===== src/design/dstt_cfg.svh =====
// Constants for the disk sector and track transfer block.
`ifndef DSTT_CFG_SVH
`define DSTT_CFG_SVH

// ----------------------------------------------------------------------
// Operation codes and modifier digits
// ----------------------------------------------------------------------
`define DSTT_OP_READ       8'h36
`define DSTT_OP_WRITE      8'h38
`define DSTT_MOD_SEC_CHK   4'h0
`define DSTT_MOD_SEC_CCHK  4'h1
`define DSTT_MOD_SEC       4'h2
`define DSTT_MOD_SEC_CMP   4'h3
`define DSTT_MOD_TRK_CHK   4'h4
`define DSTT_MOD_TRK_CCHK  4'h5
`define DSTT_MOD_TRK       4'h6
`define DSTT_MOD_TRK_CMP   4'h7

// ----------------------------------------------------------------------
// Geometry and codes
// ----------------------------------------------------------------------
`define DSTT_SEC_CHARS     7'h64
`define DSTT_TRK_CHARS     7'h69
`define DSTT_TRK_SECTORS   12'h014
`define DSTT_GM_CODE       6'h2A
`define DSTT_WLR_IND_NUM   7'h25

`endif


===== src/design/dstt_pkg.sv =====
// Types shared by the disk sector and track transfer modules.
package dstt_pkg;

	typedef enum logic [1:0] {
		DSTT_DIR_READ  = 2'h0,
		DSTT_DIR_WRITE = 2'h1,
		DSTT_DIR_CMP   = 2'h2
	} dstt_dir_e;

	typedef enum logic [2:0] {
		DSTT_ST_IDLE   = 3'h0,
		DSTT_ST_WAIT   = 3'h1,
		DSTT_ST_FETCH  = 3'h2,
		DSTT_ST_FETCHD = 3'h3,
		DSTT_ST_EMIT   = 3'h4
	} dstt_state_e;

	typedef struct packed {
		logic      ok;
		dstt_dir_e dir;
		logic      track;
		logic      chk;
	} dstt_dec_s;

endpackage


===== src/design/dstt_cnt_if.sv =====
// Interface between the transfer sequencer and its position counter.
`timescale 1ns/100ps
`default_nettype none
interface dstt_cnt_if;
	logic        load;
	logic        step;
	logic        track;
	logic [11:0] sectors;
	logic        at_start;
	logic        last_in_sec;
	logic        last_sec;

	modport ctl (output load, output step, output track, output sectors,
		input at_start, input last_in_sec, input last_sec);
	modport cnt (input load, input step, input track, input sectors,
		output at_start, output last_in_sec, output last_sec);
endinterface
`default_nettype wire


===== src/design/dstt_top.sv =====
// Disk sector and track transfer sequencer without length checking and with it.
`timescale 1ns/100ps
`default_nettype none
`include "dstt_cfg.svh"
module dstt_top (
	input  wire logic       sys_clk,
	input  wire logic       rst,
	input  wire logic       cmd_valid,
	input  wire logic [7:0] cmd_op,
	input  wire logic [3:0] cmd_mod,
	input  wire logic [11:0] cmd_sectors,
	output logic            busy,
	output logic            done,
	output logic            invalid_op,
	output logic            wrong_length,
	output logic            compare_err,
	input  wire logic       disk_index_pin,
	input  wire logic       disk_rd_valid,
	input  wire logic [5:0] disk_rd_data,
	output logic            disk_rd_ready,
	output logic            disk_wr_valid,
	output logic [5:0]      disk_wr_data,
	input  wire logic       disk_wr_ready,
	input  wire logic       core_rd_valid,
	input  wire logic [5:0] core_rd_data,
	output logic            core_rd_ready,
	output logic            core_wr_valid,
	output logic [5:0]      core_wr_data,
	input  wire logic       core_wr_ready
);
	typedef struct packed {
		dstt_pkg::dstt_state_e st;
		dstt_pkg::dstt_dir_e   dir;
		logic                  track;
		logic                  chk;
		logic                  stop;
		logic                  skip;
		logic [5:0]            hold;
		logic                  idx_s1;
		logic                  idx_s2;
		logic                  idx_s3;
		logic                  busy;
		logic                  done;
		logic                  inv;
		logic                  wlr;
		logic                  cmp_err;
		logic                  disk_rd_rdy;
		logic                  disk_wr_vld;
		logic [5:0]            disk_wr_dat;
		logic                  core_rd_rdy;
		logic                  core_wr_vld;
		logic [5:0]            core_wr_dat;
	} dstt_top_s;

	dstt_top_s q;
	dstt_top_s d;
	dstt_cnt_if cnt ();
	dstt_pkg::dstt_dec_s dec;
	logic take_core;
	logic take_disk;
	logic gm_core;
	logic gm_disk;
	logic idx_rise;

	// ------------------------------------------------------------------
	// Position counter
	// ------------------------------------------------------------------
	dstt_cnt u_cnt (
		.sys_clk (sys_clk),
		.rst     (rst),
		.cnt     (cnt.cnt)
	);

	// ------------------------------------------------------------------
	// Command decode
	// ------------------------------------------------------------------
	// Any pairing not listed falls through to an invalid operation
	function automatic dstt_pkg::dstt_dec_s decode(input logic [7:0] op, input logic [3:0] md);
		dstt_pkg::dstt_dec_s r;
		r = '0;
		r.ok = 1'b1;
		if (op == `DSTT_OP_READ) begin
			unique case (md)
				`DSTT_MOD_SEC_CHK:  r.chk = 1'b1;
				`DSTT_MOD_SEC_CCHK: begin
					r.chk = 1'b1;
					r.dir = dstt_pkg::DSTT_DIR_CMP;
				end
				`DSTT_MOD_SEC:      r.dir = dstt_pkg::DSTT_DIR_READ;
				`DSTT_MOD_SEC_CMP:  r.dir = dstt_pkg::DSTT_DIR_CMP;
				`DSTT_MOD_TRK_CHK: begin
					r.chk   = 1'b1;
					r.track = 1'b1;
				end
				`DSTT_MOD_TRK_CCHK: begin
					r.chk   = 1'b1;
					r.track = 1'b1;
					r.dir   = dstt_pkg::DSTT_DIR_CMP;
				end
				`DSTT_MOD_TRK:      r.track = 1'b1;
				`DSTT_MOD_TRK_CMP: begin
					r.track = 1'b1;
					r.dir   = dstt_pkg::DSTT_DIR_CMP;
				end
				default:            r.ok = 1'b0;
			endcase
		end else if (op == `DSTT_OP_WRITE) begin
			r.dir = dstt_pkg::DSTT_DIR_WRITE;
			unique case (md)
				`DSTT_MOD_SEC_CHK: r.chk = 1'b1;
				`DSTT_MOD_SEC:     r.chk = 1'b0;
				`DSTT_MOD_TRK_CHK: begin
					r.chk   = 1'b1;
					r.track = 1'b1;
				end
				`DSTT_MOD_TRK:     r.track = 1'b1;
				default:           r.ok = 1'b0;
			endcase
		end else begin
			r.ok = 1'b0;
		end
		return r;
	endfunction

	// ------------------------------------------------------------------
	// Handshake and mark detection
	// ------------------------------------------------------------------
	// Marks only count in checked variants; unchecked ones pass them as data
	assign dec       = decode(cmd_op, cmd_mod);
	assign take_core = core_rd_valid && q.core_rd_rdy;
	assign take_disk = disk_rd_valid && q.disk_rd_rdy;
	assign gm_core   = q.chk && (core_rd_data == `DSTT_GM_CODE);
	assign gm_disk   = q.chk && (disk_rd_data == `DSTT_GM_CODE);
	assign idx_rise  = q.idx_s2 && !q.idx_s3;
	assign cnt.track   = dec.track;
	assign cnt.sectors = cmd_sectors;

	// Sequencer next state
	always_comb begin
		logic adv;
		adv = 1'b0;
		d = q;
		d.done = 1'b0;
		d.inv = 1'b0;
		d.idx_s1 = disk_index_pin;
		d.idx_s2 = q.idx_s1;
		d.idx_s3 = q.idx_s2;
		cnt.load = 1'b0;
		cnt.step = 1'b0;
		unique case (q.st)
			dstt_pkg::DSTT_ST_IDLE: begin
				if (cmd_valid) begin
					if (!dec.ok) begin
						d.inv = 1'b1;
					end else begin
						cnt.load  = 1'b1;
						d.busy    = 1'b1;
						d.wlr     = 1'b0;
						d.cmp_err = 1'b0;
						d.stop    = 1'b0;
						d.skip    = 1'b0;
						d.dir     = dec.dir;
						d.track   = dec.track;
						d.chk     = dec.chk;
						// Track work waits for the index point
						d.st = dec.track ? dstt_pkg::DSTT_ST_WAIT : dstt_pkg::DSTT_ST_FETCH;
					end
				end
			end
			dstt_pkg::DSTT_ST_WAIT: begin
				if (idx_rise) begin
					d.st = dstt_pkg::DSTT_ST_FETCH;
				end
			end
			dstt_pkg::DSTT_ST_FETCH: begin
				if (q.dir == dstt_pkg::DSTT_DIR_READ) begin
					if (take_disk) begin
						if (q.skip) begin
							adv = 1'b1; // Rest of sector is read but kept out of core
						end else begin
							d.core_wr_vld = 1'b1;
							d.core_wr_dat = disk_rd_data;
							d.st = dstt_pkg::DSTT_ST_EMIT;
							if (gm_disk) begin
								d.wlr  = 1'b1;
								d.stop = 1'b1;
								d.skip = 1'b1;
							end
						end
					end
				end else if (take_core) begin
					if (q.dir == dstt_pkg::DSTT_DIR_WRITE) begin
						if (gm_core && cnt.at_start) begin
							// Record ended on a sector boundary: nothing more goes out
							d.wlr  = 1'b1;
							d.busy = 1'b0;
							d.done = 1'b1;
							d.st   = dstt_pkg::DSTT_ST_IDLE;
						end else begin
							d.disk_wr_vld = 1'b1;
							d.disk_wr_dat = core_rd_data;
							d.st = dstt_pkg::DSTT_ST_EMIT;
							if (gm_core) begin
								d.wlr  = 1'b1;
								d.stop = 1'b1;
							end
						end
					end else begin
						d.hold = core_rd_data;
						d.st   = dstt_pkg::DSTT_ST_FETCHD;
						if (gm_core) begin
							d.wlr  = 1'b1;
							d.stop = 1'b1;
						end
					end
				end
			end
			dstt_pkg::DSTT_ST_FETCHD: begin
				if (take_disk) begin
					adv = 1'b1;
					// Full character compare, marks and fill included
					if (disk_rd_data != q.hold) begin
						d.cmp_err = 1'b1;
					end
					if (gm_disk) begin
						d.wlr  = 1'b1;
						d.stop = 1'b1;
					end
				end
			end
			dstt_pkg::DSTT_ST_EMIT: begin
				if (q.core_wr_vld && core_wr_ready) begin
					d.core_wr_vld = 1'b0;
					adv = 1'b1;
				end
				if (q.disk_wr_vld && disk_wr_ready) begin
					d.disk_wr_vld = 1'b0;
					adv = 1'b1;
				end
			end
			default: d.st = dstt_pkg::DSTT_ST_IDLE;
		endcase
		// A stop requested mid-sector still runs that sector out
		if (adv) begin
			cnt.step = 1'b1;
			if (cnt.last_in_sec && (cnt.last_sec || d.stop)) begin
				d.st   = dstt_pkg::DSTT_ST_IDLE;
				d.busy = 1'b0;
				d.done = 1'b1;
			end else begin
				d.st = dstt_pkg::DSTT_ST_FETCH;
			end
		end
		// Readies registered so they come straight from flops
		d.disk_rd_rdy = (d.st == dstt_pkg::DSTT_ST_FETCHD) ||
			(d.st == dstt_pkg::DSTT_ST_FETCH && d.dir == dstt_pkg::DSTT_DIR_READ);
		d.core_rd_rdy = (d.st == dstt_pkg::DSTT_ST_FETCH) && (d.dir != dstt_pkg::DSTT_DIR_READ);
	end

	// State register
	always_ff @(posedge sys_clk) begin
		if (rst) begin
			q <= '0;
		end else begin
			q <= d;
		end
	end

	// ------------------------------------------------------------------
	// Outputs
	// ------------------------------------------------------------------
	assign busy          = q.busy;
	assign done          = q.done;
	assign invalid_op    = q.inv;
	assign wrong_length  = q.wlr;
	assign compare_err   = q.cmp_err;
	assign disk_rd_ready = q.disk_rd_rdy;
	assign disk_wr_valid = q.disk_wr_vld;
	assign disk_wr_data  = q.disk_wr_dat;
	assign core_rd_ready = q.core_rd_rdy;
	assign core_wr_valid = q.core_wr_vld;
	assign core_wr_data  = q.core_wr_dat;
endmodule
`default_nettype wire


===== src/design/dstt_cnt.sv =====
// Character and sector position counter for disk transfers.
`timescale 1ns/100ps
`default_nettype none
`include "dstt_cfg.svh"
module dstt_cnt (
	input  wire logic sys_clk,
	input  wire logic rst,
	dstt_cnt_if.cnt   cnt
);
	typedef struct packed {
		logic [6:0]  pos;
		logic [11:0] sec;
		logic        track;
	} dstt_cnt_s;

	dstt_cnt_s q;
	dstt_cnt_s d;
	logic [6:0] limit;

	// ------------------------------------------------------------------
	// Position decode
	// ------------------------------------------------------------------
	// Track sectors carry five address characters ahead of the data
	assign limit           = q.track ? `DSTT_TRK_CHARS : `DSTT_SEC_CHARS;
	assign cnt.at_start    = (q.pos == 7'h00);
	assign cnt.last_in_sec = (q.pos == limit - 7'h01);
	assign cnt.last_sec    = (q.sec <= 12'h001); // A zero count still moves one sector

	// Next position
	always_comb begin
		d = q;
		if (cnt.load) begin
			d.pos   = 7'h00;
			d.track = cnt.track;
			d.sec   = cnt.track ? `DSTT_TRK_SECTORS : cnt.sectors;
		end else if (cnt.step) begin
			if (cnt.last_in_sec) begin
				d.pos = 7'h00;
				d.sec = q.sec - 12'h001;
			end else begin
				d.pos = q.pos + 7'h01;
			end
		end
	end

	// State register
	always_ff @(posedge sys_clk) begin
		if (rst) begin
			q <= '0;
		end else begin
			q <= d;
		end
	end
endmodule
`default_nettype wire


===== config.mk =====
export PLATFORM = sky130hd
export DESIGN_NAME = dstt_top
export DESIGN_NICKNAME = d
export VERILOG_FILES = /design/src/design/dstt_pkg.sv /design/src/design/dstt_cnt_if.sv /design/src/design/dstt_top.sv /design/src/design/dstt_cnt.sv
export VERILOG_INCLUDE_DIRS = /design/src /design/src/design
export SDC_FILE = /design/constraint.sdc
export NUM_CORES = 1
export LEC_CHECK = 0
export BUFFER_PORTS_ARGS = -buffer_cell sky130_fd_sc_hd__buf_2
export CORE_MARGIN = 2
export CORE_UTILIZATION = 55
export CTS_CLUSTER_DIAMETER = 80
export DETAILED_ROUTE_END_ITERATION = 8
export PLACE_DENSITY = 0.8
export SLEW_MARGIN = 20
export SYNTH_ARGS = -nofsm -noshare
export SYNTH_HDL_FRONTEND = slang
export SYNTH_HIERARCHICAL = 1
export SYNTH_SLANG_ARGS = --single-unit

===== constraint.sdc =====
create_clock -name sys_clk -period 4.3 [get_ports sys_clk]
set_clock_uncertainty 0.05 [all_clocks]
set_input_delay 0.86 -clock sys_clk [delete_from_list [all_inputs] [get_ports sys_clk]]
set_output_delay 0.86 -clock sys_clk [all_outputs]
set_load 0.005 [all_outputs]

==> out/qor.txt, run 1 <==
internal power = 0.935 mW
reg2reg start = q[37]$_SDFF_PP0_
Initial Utilization = 57.5%
HPWL Detailed = 5130 µm
Via density = 5.77
Die ar. = 6420 µm²
CP Class = register to register
Post-CTS Hold Buffers = 0
core area = 5540 µm²
Layout Cells excl Fill = 473
CTS H-tree depth = 3
commonest non-fill, non-tap cell in the layout = buf_2
PortBufs = 64
vias in the first global route = 2,681
reg2reg setup slack = 1250 ps
share of flip-flops with an asynchronous set or reset = 0%
Switch Pwr = 0.249 mW
total grt overflow = 0
Yosys cell types = 77
Final min period = 3050 ps
Yosys reg bits = 58
IR drop worst, VDD = 0.000266 V
die width = 80.1 µm
clock buffer depth = 2
Tcrit/Tclk final = 71.0%
most frequent cells in the layout = buf_2, dfxtp_1, nor2_1
die extent in y = 80.1 µm
switching share of power = 21.0%
fmax = 0.327 GHz
Avg Inst Size Synth = 9.21 µm²
TritonCTS Buffers = 9
row cnt = 27
ANT cells = 0
Worst Path Arrival = 3230 ps
TritonRoute pass-1 iters = 4
share of the synthesized area in the top cell type = 36.4%
Comb power frac = 4.4%
outcome = completed
Critical Path Sink Type = register
pin count of the biggest net entering global routing = 52
Hold Fails Final Rpt = 0
Worst Path Required = 4480 ps
share of cells above drive strength 1 = 25.7%
Nets = 444
Reg power frac = 45.6%
global-route wire length before repair = 12,200 µm
Max Cap Viol = 0
GRT Util Overall = 24.2%
DR iter-0 viols = 123
Seq/Total Area, Yosys = 36.4%
Post-CTS Setup Bufs = 0
Slew Limit Fails = 0
clk sinks = 58
WL per Instance = 15.0 µm
Setup Viol. Count Final = 0
DR vias = 2,730
RSZ-0062 raised after global routing = no
Worst-Skew Late Latency = 350 ps
FILL cells = 461
Syn Std Cell Area = 3190 µm²
Post-DRT Antenna Nets = 0
hold crit path type = register to register
Clk Tree Root Cell = clkbuf_8
Leakage = 1.56 nW
Reg clk slew, reported paths = 60 ps
worst slew pin tran = 931 ps
GPL Wtd Cong = 0.944
post-layout util = 65.7%
Post-synth EDFFs = 0
post_cts resized = 0
Area contributors post-synth = dfxtp_1, mux2i_1, nor2_1, buf_4, nor3b_1
R2R depth = 6
Synthesized Nets = 394
worst hold slack = 395 ps
DRC = 0
Startpoint Class = register
setup_tns = 0 ps
Crit Path Max Fanout = 13
final WL = 7100 µm
initial antenna violation count = 0
Slew Limit Headroom = 37.9%
Critical R2R Capture = u_cnt/q[9]$_SDFFE_PP0P_
top_reg_cell synth = dfxtp_1
synthesis warning total = 6
biggest area consumer among synthesized cells = dfxtp_1
end of the critical path = u_cnt/q[9]$_SDFFE_PP0P_
Clock power frac = 50.1%
Power Density = 325 nW/µm²
Setup crit start = q[37]$_SDFF_PP0_
placed insts = 457
area grow syn2layout = 14.3%
CTS tree = done
Synth Instances = 346
Ports = 65
per-layer routing:
layer	vias up	GRT usage [%]	routed length, µm
li1	1365	-	-
met1	1294	29.2	3220
met2	62	40.3	3450
met3	9	8.43	343
met4	0	7.97	84
met5	-	0	0
cells in the mapped netlist, drive strengths merged (3+ instances only):
master  instances
a211oi          5
a21oi          11
a221o           3
and2            6
and3            5
and3b           4
and4bb          4
buf            15
clkbuf         10
dfxtp          58
ha              4
inv             7
mux2            4
mux2i          20
nand2          16
nand2b          3
nand3           9
nand4           6
nor2           42
nor2b           7
nor3           12
nor3b           9
nor4            4
o211a           3
o21ai           5
o31a            3
or3             6
or4             3
or4b            3
xnor2           6
xor2            7
flip-flops by register name (all words and copies together) (netlist names), 2 cells and up:
signal / count
core_wr_data: 6
d: 2
disk_wr_data: 6
q: 15
u_cnt/q: 20
power by group through the flow:
stage	sequential, mW	clock [mW]	combinational (mW)
3_5_place_dp	0.552	0	0.0518
5_1_grt	0.540	0.628	0.0576
2_1_floorplan	0.552	0	0.0229
4_1_cts	0.540	0.604	0.0521
3_3_place_gp	0.552	0	0.0503
6_report	0.540	0.593	0.0519
worst max-delay path, cell delays in order (launching register included):
cell	delay, ps
dfxtp_1	590
nor3b_1	470
nand4_1	240
nand3_1	390
o211ai_1	420
o311a_2	510
a221o_1	260
worst min path at each step:
stage | from | to | slack [ps] | depth (start not counted)
floorplan | d[22]$_SDFF_PP0_ | d[21]$_SDFF_PP0_ | 360 | 1
global placement | d[22]$_SDFF_PP0_ | d[21]$_SDFF_PP0_ | 370 | 1
detailed placement | d[22]$_SDFF_PP0_ | d[21]$_SDFF_PP0_ | 380 | 1
CTS | d[22]$_SDFF_PP0_ | d[21]$_SDFF_PP0_ | 400 | 1
global route | d[22]$_SDFF_PP0_ | d[21]$_SDFF_PP0_ | 410 | 1
finish | d[22]$_SDFF_PP0_ | d[21]$_SDFF_PP0_ | 390 | 1
final cells by class:
cell class | instances | area, µm² | share of cell area, %
Tap cell | 72 | 90.1 | 2.47
Inverter | 8 | 30.0 | 0.824
Timing Repair Buffer | 65 | 328 | 9.00
Clock inverter | 4 | 72.6 | 1.99
Multi-Input combinational cell | 254 | 1800 | 49.3
Sequential cell | 58 | 1160 | 31.9
Clock buffer | 12 | 165 | 4.53
kinds of logic after synthesis:
logic type	count (synthesis)	share of synthesized area [%]
flops	58	36.4
mux	24	7.70
compound gates	60	15.0
fa+ha+maj	4	1.57
simple gates	153	28.5
xor+xnor	13	3.57
buf+inv	34	7.22
metrics by stage:
| stage | setup WS, ps | total power [mW] | instance area, µm² |
|---|---|---|---|
| 6_report | 1250 | 1.18 | 3640 |
| 2_1_floorplan | 1590 | 0.574 | 3190 |
| 5_1_grt | 1000 | 1.23 | 3640 |
| 4_1_cts | 1310 | 1.20 | 3640 |
| 3_5_place_dp | 1150 | 0.604 | 3400 |
| 3_3_place_gp | 1280 | 0.602 | 3400 |
Note: power is estimated with default switching activity, not from simulation.
==> inputs of run 2 (changes only) <==
--- a/config.mk
+++ b/config.mk
@@ -8,10 +8,10 @@
 export LEC_CHECK = 0
 export BUFFER_PORTS_ARGS = -buffer_cell sky130_fd_sc_hd__buf_2
 export CORE_MARGIN = 2
-export CORE_UTILIZATION = 55
+export CORE_UTILIZATION = 50
 export CTS_CLUSTER_DIAMETER = 80
 export DETAILED_ROUTE_END_ITERATION = 8
-export PLACE_DENSITY = 0.8
+export PLACE_DENSITY = 0.77
 export SLEW_MARGIN = 20
 export SYNTH_ARGS = -nofsm -noshare
 export SYNTH_HDL_FRONTEND = slang
==> constraint.sdc (replaced) <==
create_clock -name sys_clk -period 2.7 [get_ports sys_clk]
set_clock_uncertainty 0.05 [all_clocks]
set_input_delay 0.54 -clock sys_clk [delete_from_list [all_inputs] [get_ports sys_clk]]
set_output_delay 0.54 -clock sys_clk [all_outputs]
set_load 0.005 [all_outputs]
==> out/qor.txt, run 2 (synthesized netlist as in run 1, its figures left out) <==
outcome = completed
Clk Tree Root Cell = clkbuf_8
CTS tree = done
commonest non-fill, non-tap cell in the layout = buf_2
core area = 6240 µm² (+13%)
reg2reg start = u_cnt/q[13]$_SDFFE_PP0P_
Post-CTS Setup Bufs = 0 (unchanged)
worst slew pin tran = 629 ps (-303 ps)
HPWL Detailed = 5360 µm (+4.5%)
Reg clk slew, reported paths = 60 ps (about the same)
share of cells above drive strength 1 = 28.8% (+3.1 points)
global-route wire length before repair = 11,900 µm (-2.6%)
Critical Path Sink Type = register
GRT met3 Usage = 5.84% (-2.6 points)
Worst Path Required = 2910 ps (-1570 ps)
Clock power frac = 50.0% (about the same)
hold crit path type = primary input to register
Post-CTS Hold Buffers = 0 (unchanged)
IR drop worst, VDD = 0.000420 V (+58%)
die extent in y = 83.8 µm (+4.6%)
vias in the first global route = 2,674 (-0.26%)
Worst-Skew Late Latency = 340 ps (about the same)
DRC = 0 (unchanged)
reg2reg setup slack = 240 ps (-1010 ps)
die width = 83.8 µm (+4.6%)
Crit Path Max Fanout = 7 (-6)
Hold Crit Depth = 2 (+1)
area grow syn2layout = 18.4%
internal power = 1.49 mW (+59%)
number of flip-flops under the largest register name = 20 (unchanged)
Layout Cells excl Fill = 494 (+4.4%)
ANT cells = 0 (unchanged)
PortBufs = 64 (unchanged)
WL per Instance = 14.6 µm (-2.8%)
row cnt = 29 (+7.4%)
CTS H-tree depth = 3 (unchanged)
worst hold slack = 340 ps (-55.0 ps)
GRT Util Overall = 20.9% (-3.3 points)
DR vias = 2,769 (+1.4%)
Switch Pwr = 0.393 mW (+58%)
Hold Fails Final Rpt = 0 (unchanged)
Reg power frac = 45.6% (about the same)
Nets = 460 (+3.6%)
Biggest register = u_cnt/q
post_cts resized = 0 (unchanged)
fmax = 0.406 GHz (+24%)
Via density = 5.61 (-2.9%)
setup_tns = 0 ps (unchanged)
GPL Wtd Cong = 0.932 (-1.3%)
grt met1 use = 24.4% (-4.7 points)
DR iter-0 viols = 120 (-2.4%)
pin count of the biggest net entering global routing = 46 (-12%)
TritonCTS Buffers = 9 (unchanged)
Setup Viol. Count Final = 0 (unchanged)
total grt overflow = 0 (unchanged)
clock buffer depth = 2 (unchanged)
TritonRoute pass-1 iters = 4 (unchanged)
Min-Delay Endpoint = q[32]$_SDFFE_PP0P_
Worst Path Arrival = 2680 ps (-550 ps)
Critical R2R Capture = disk_rd_ready$_SDFF_PP0_
Max Cap Viol = 0 (unchanged)
switching share of power = 20.8% (-0.17 points)
top flop regs = u_cnt/q x20, q x15
Slew Limit Fails = 0 (unchanged)
min-delay src = cmd_mod[1]
M2 GR Usage = 35.1% (-5.2 points)
Tcrit/Tclk final = 91.3% (+20 points)
FILL cells = 563 (+22%)
Slew Limit Headroom = 57.9% (+20 points)
Comb power frac = 4.4% (about the same)
Final min period = 2460 ps (-590 ps)
RSZ-0062 raised after global routing = no
most frequent cells in the layout = buf_2, dfxtp_1, nor2_1
Post-DRT Antenna Nets = 0 (unchanged)
Power Density = 499 nW/µm² (+53%)
CP Class = register to register
final WL = 7210 µm (+1.5%)
Startpoint Class = register
initial antenna violation count = 0 (unchanged)
Leakage = 1.65 nW (+5.4%)
Initial Utilization = 51.1% (-6.5 points)
clk sinks = 58 (unchanged)
Die ar. = 7030 µm² (+9.5%)
GRT Max-Usage Layer = met2
placed insts = 478 (+4.6%)
Ports = 65 (unchanged)
R2R depth = 9 (+3)
[run 2: changes by cell type in the layout (fill, tap and decap cells not counted)]
cell,change
buf_4,+16
nor3_1,-1
nor3_2,+1
[run 2: critical path, cell delays in order (launching register included)]
cell	delay (ps)
dfxtp_1	370
inv_1	80
ha_1	130
or4b_2	590
nor3_2	190
nor2b_1	70
o2111ai_1	180
a21oi_1	130
o311a_4	400
nor3_1	180
[run 2: power groups by stage]
| stage | sequential (mW) | combinational [mW] | clock (mW) |
|---|---|---|---|
| 3_3_place_gp | 0.879 | 0.0822 | 0 |
| 6_report | 0.859 | 0.0828 | 0.941 |
| 4_1_cts | 0.859 | 0.0836 | 0.959 |
| 3_5_place_dp | 0.879 | 0.0833 | 0 |
| 2_1_floorplan | 0.878 | 0.0364 | 0 |
| 5_1_grt | 0.859 | 0.0922 | 0.997 |
[run 2: metrics by stage]
stage / utilization (%) / setup WS [ps] / instance area (µm²) / power, mW
final: 60.5 / 235 / 3770 / 1.88
after global routing: 60.5 / 48.8 / 3770 / 1.95
after CTS: 60.4 / 97.0 / 3770 / 1.90
after detailed placement: 56.6 / 114 / 3530 / 0.962
after global placement: 56.6 / 228 / 3530 / 0.961
after floorplan: - / 313 / 3190 / 0.915
[run 2: worst max path at each step]
stage | startpoint | to | slack, ps | cells past startpoint
2_1_floorplan | cmd_op[1] | u_cnt/q[12]$_SDFFE_PP0P_ | 310 | 8
3_3_place_gp | u_cnt/q[13]$_SDFFE_PP0P_ | disk_rd_ready$_SDFF_PP0_ | 230 | 9
3_5_place_dp | u_cnt/q[13]$_SDFFE_PP0P_ | busy$_SDFF_PP0_ | 110 | 9
4_1_cts | u_cnt/q[13]$_SDFFE_PP0P_ | disk_rd_ready$_SDFF_PP0_ | 100 | 9
5_1_grt | u_cnt/q[13]$_SDFFE_PP0P_ | busy$_SDFF_PP0_ | 50 | 9
6_report | u_cnt/q[13]$_SDFFE_PP0P_ | disk_rd_ready$_SDFF_PP0_ | 240 | 9
[run 2: final cells by class]
cell class / count / area [µm²] / area share (%)
Inverter: 8 / 30.0 / 0.796
Clock buffer: 12 / 165 / 4.38
Clock inverter: 4 / 72.6 / 1.92
Tap cell: 77 / 96.3 / 2.55
Multi-Input combinational cell: 254 / 1800 / 47.7
Sequential cell: 58 / 1160 / 30.8
Timing Repair Buffer: 81 / 448 / 11.9
[run 2: layer usage]
layer  vias up  wire length (µm)
li1       1397                 -
met1      1295              3210
met2        65              3540
met3        12               325
met4         0               135
met5         -                 0
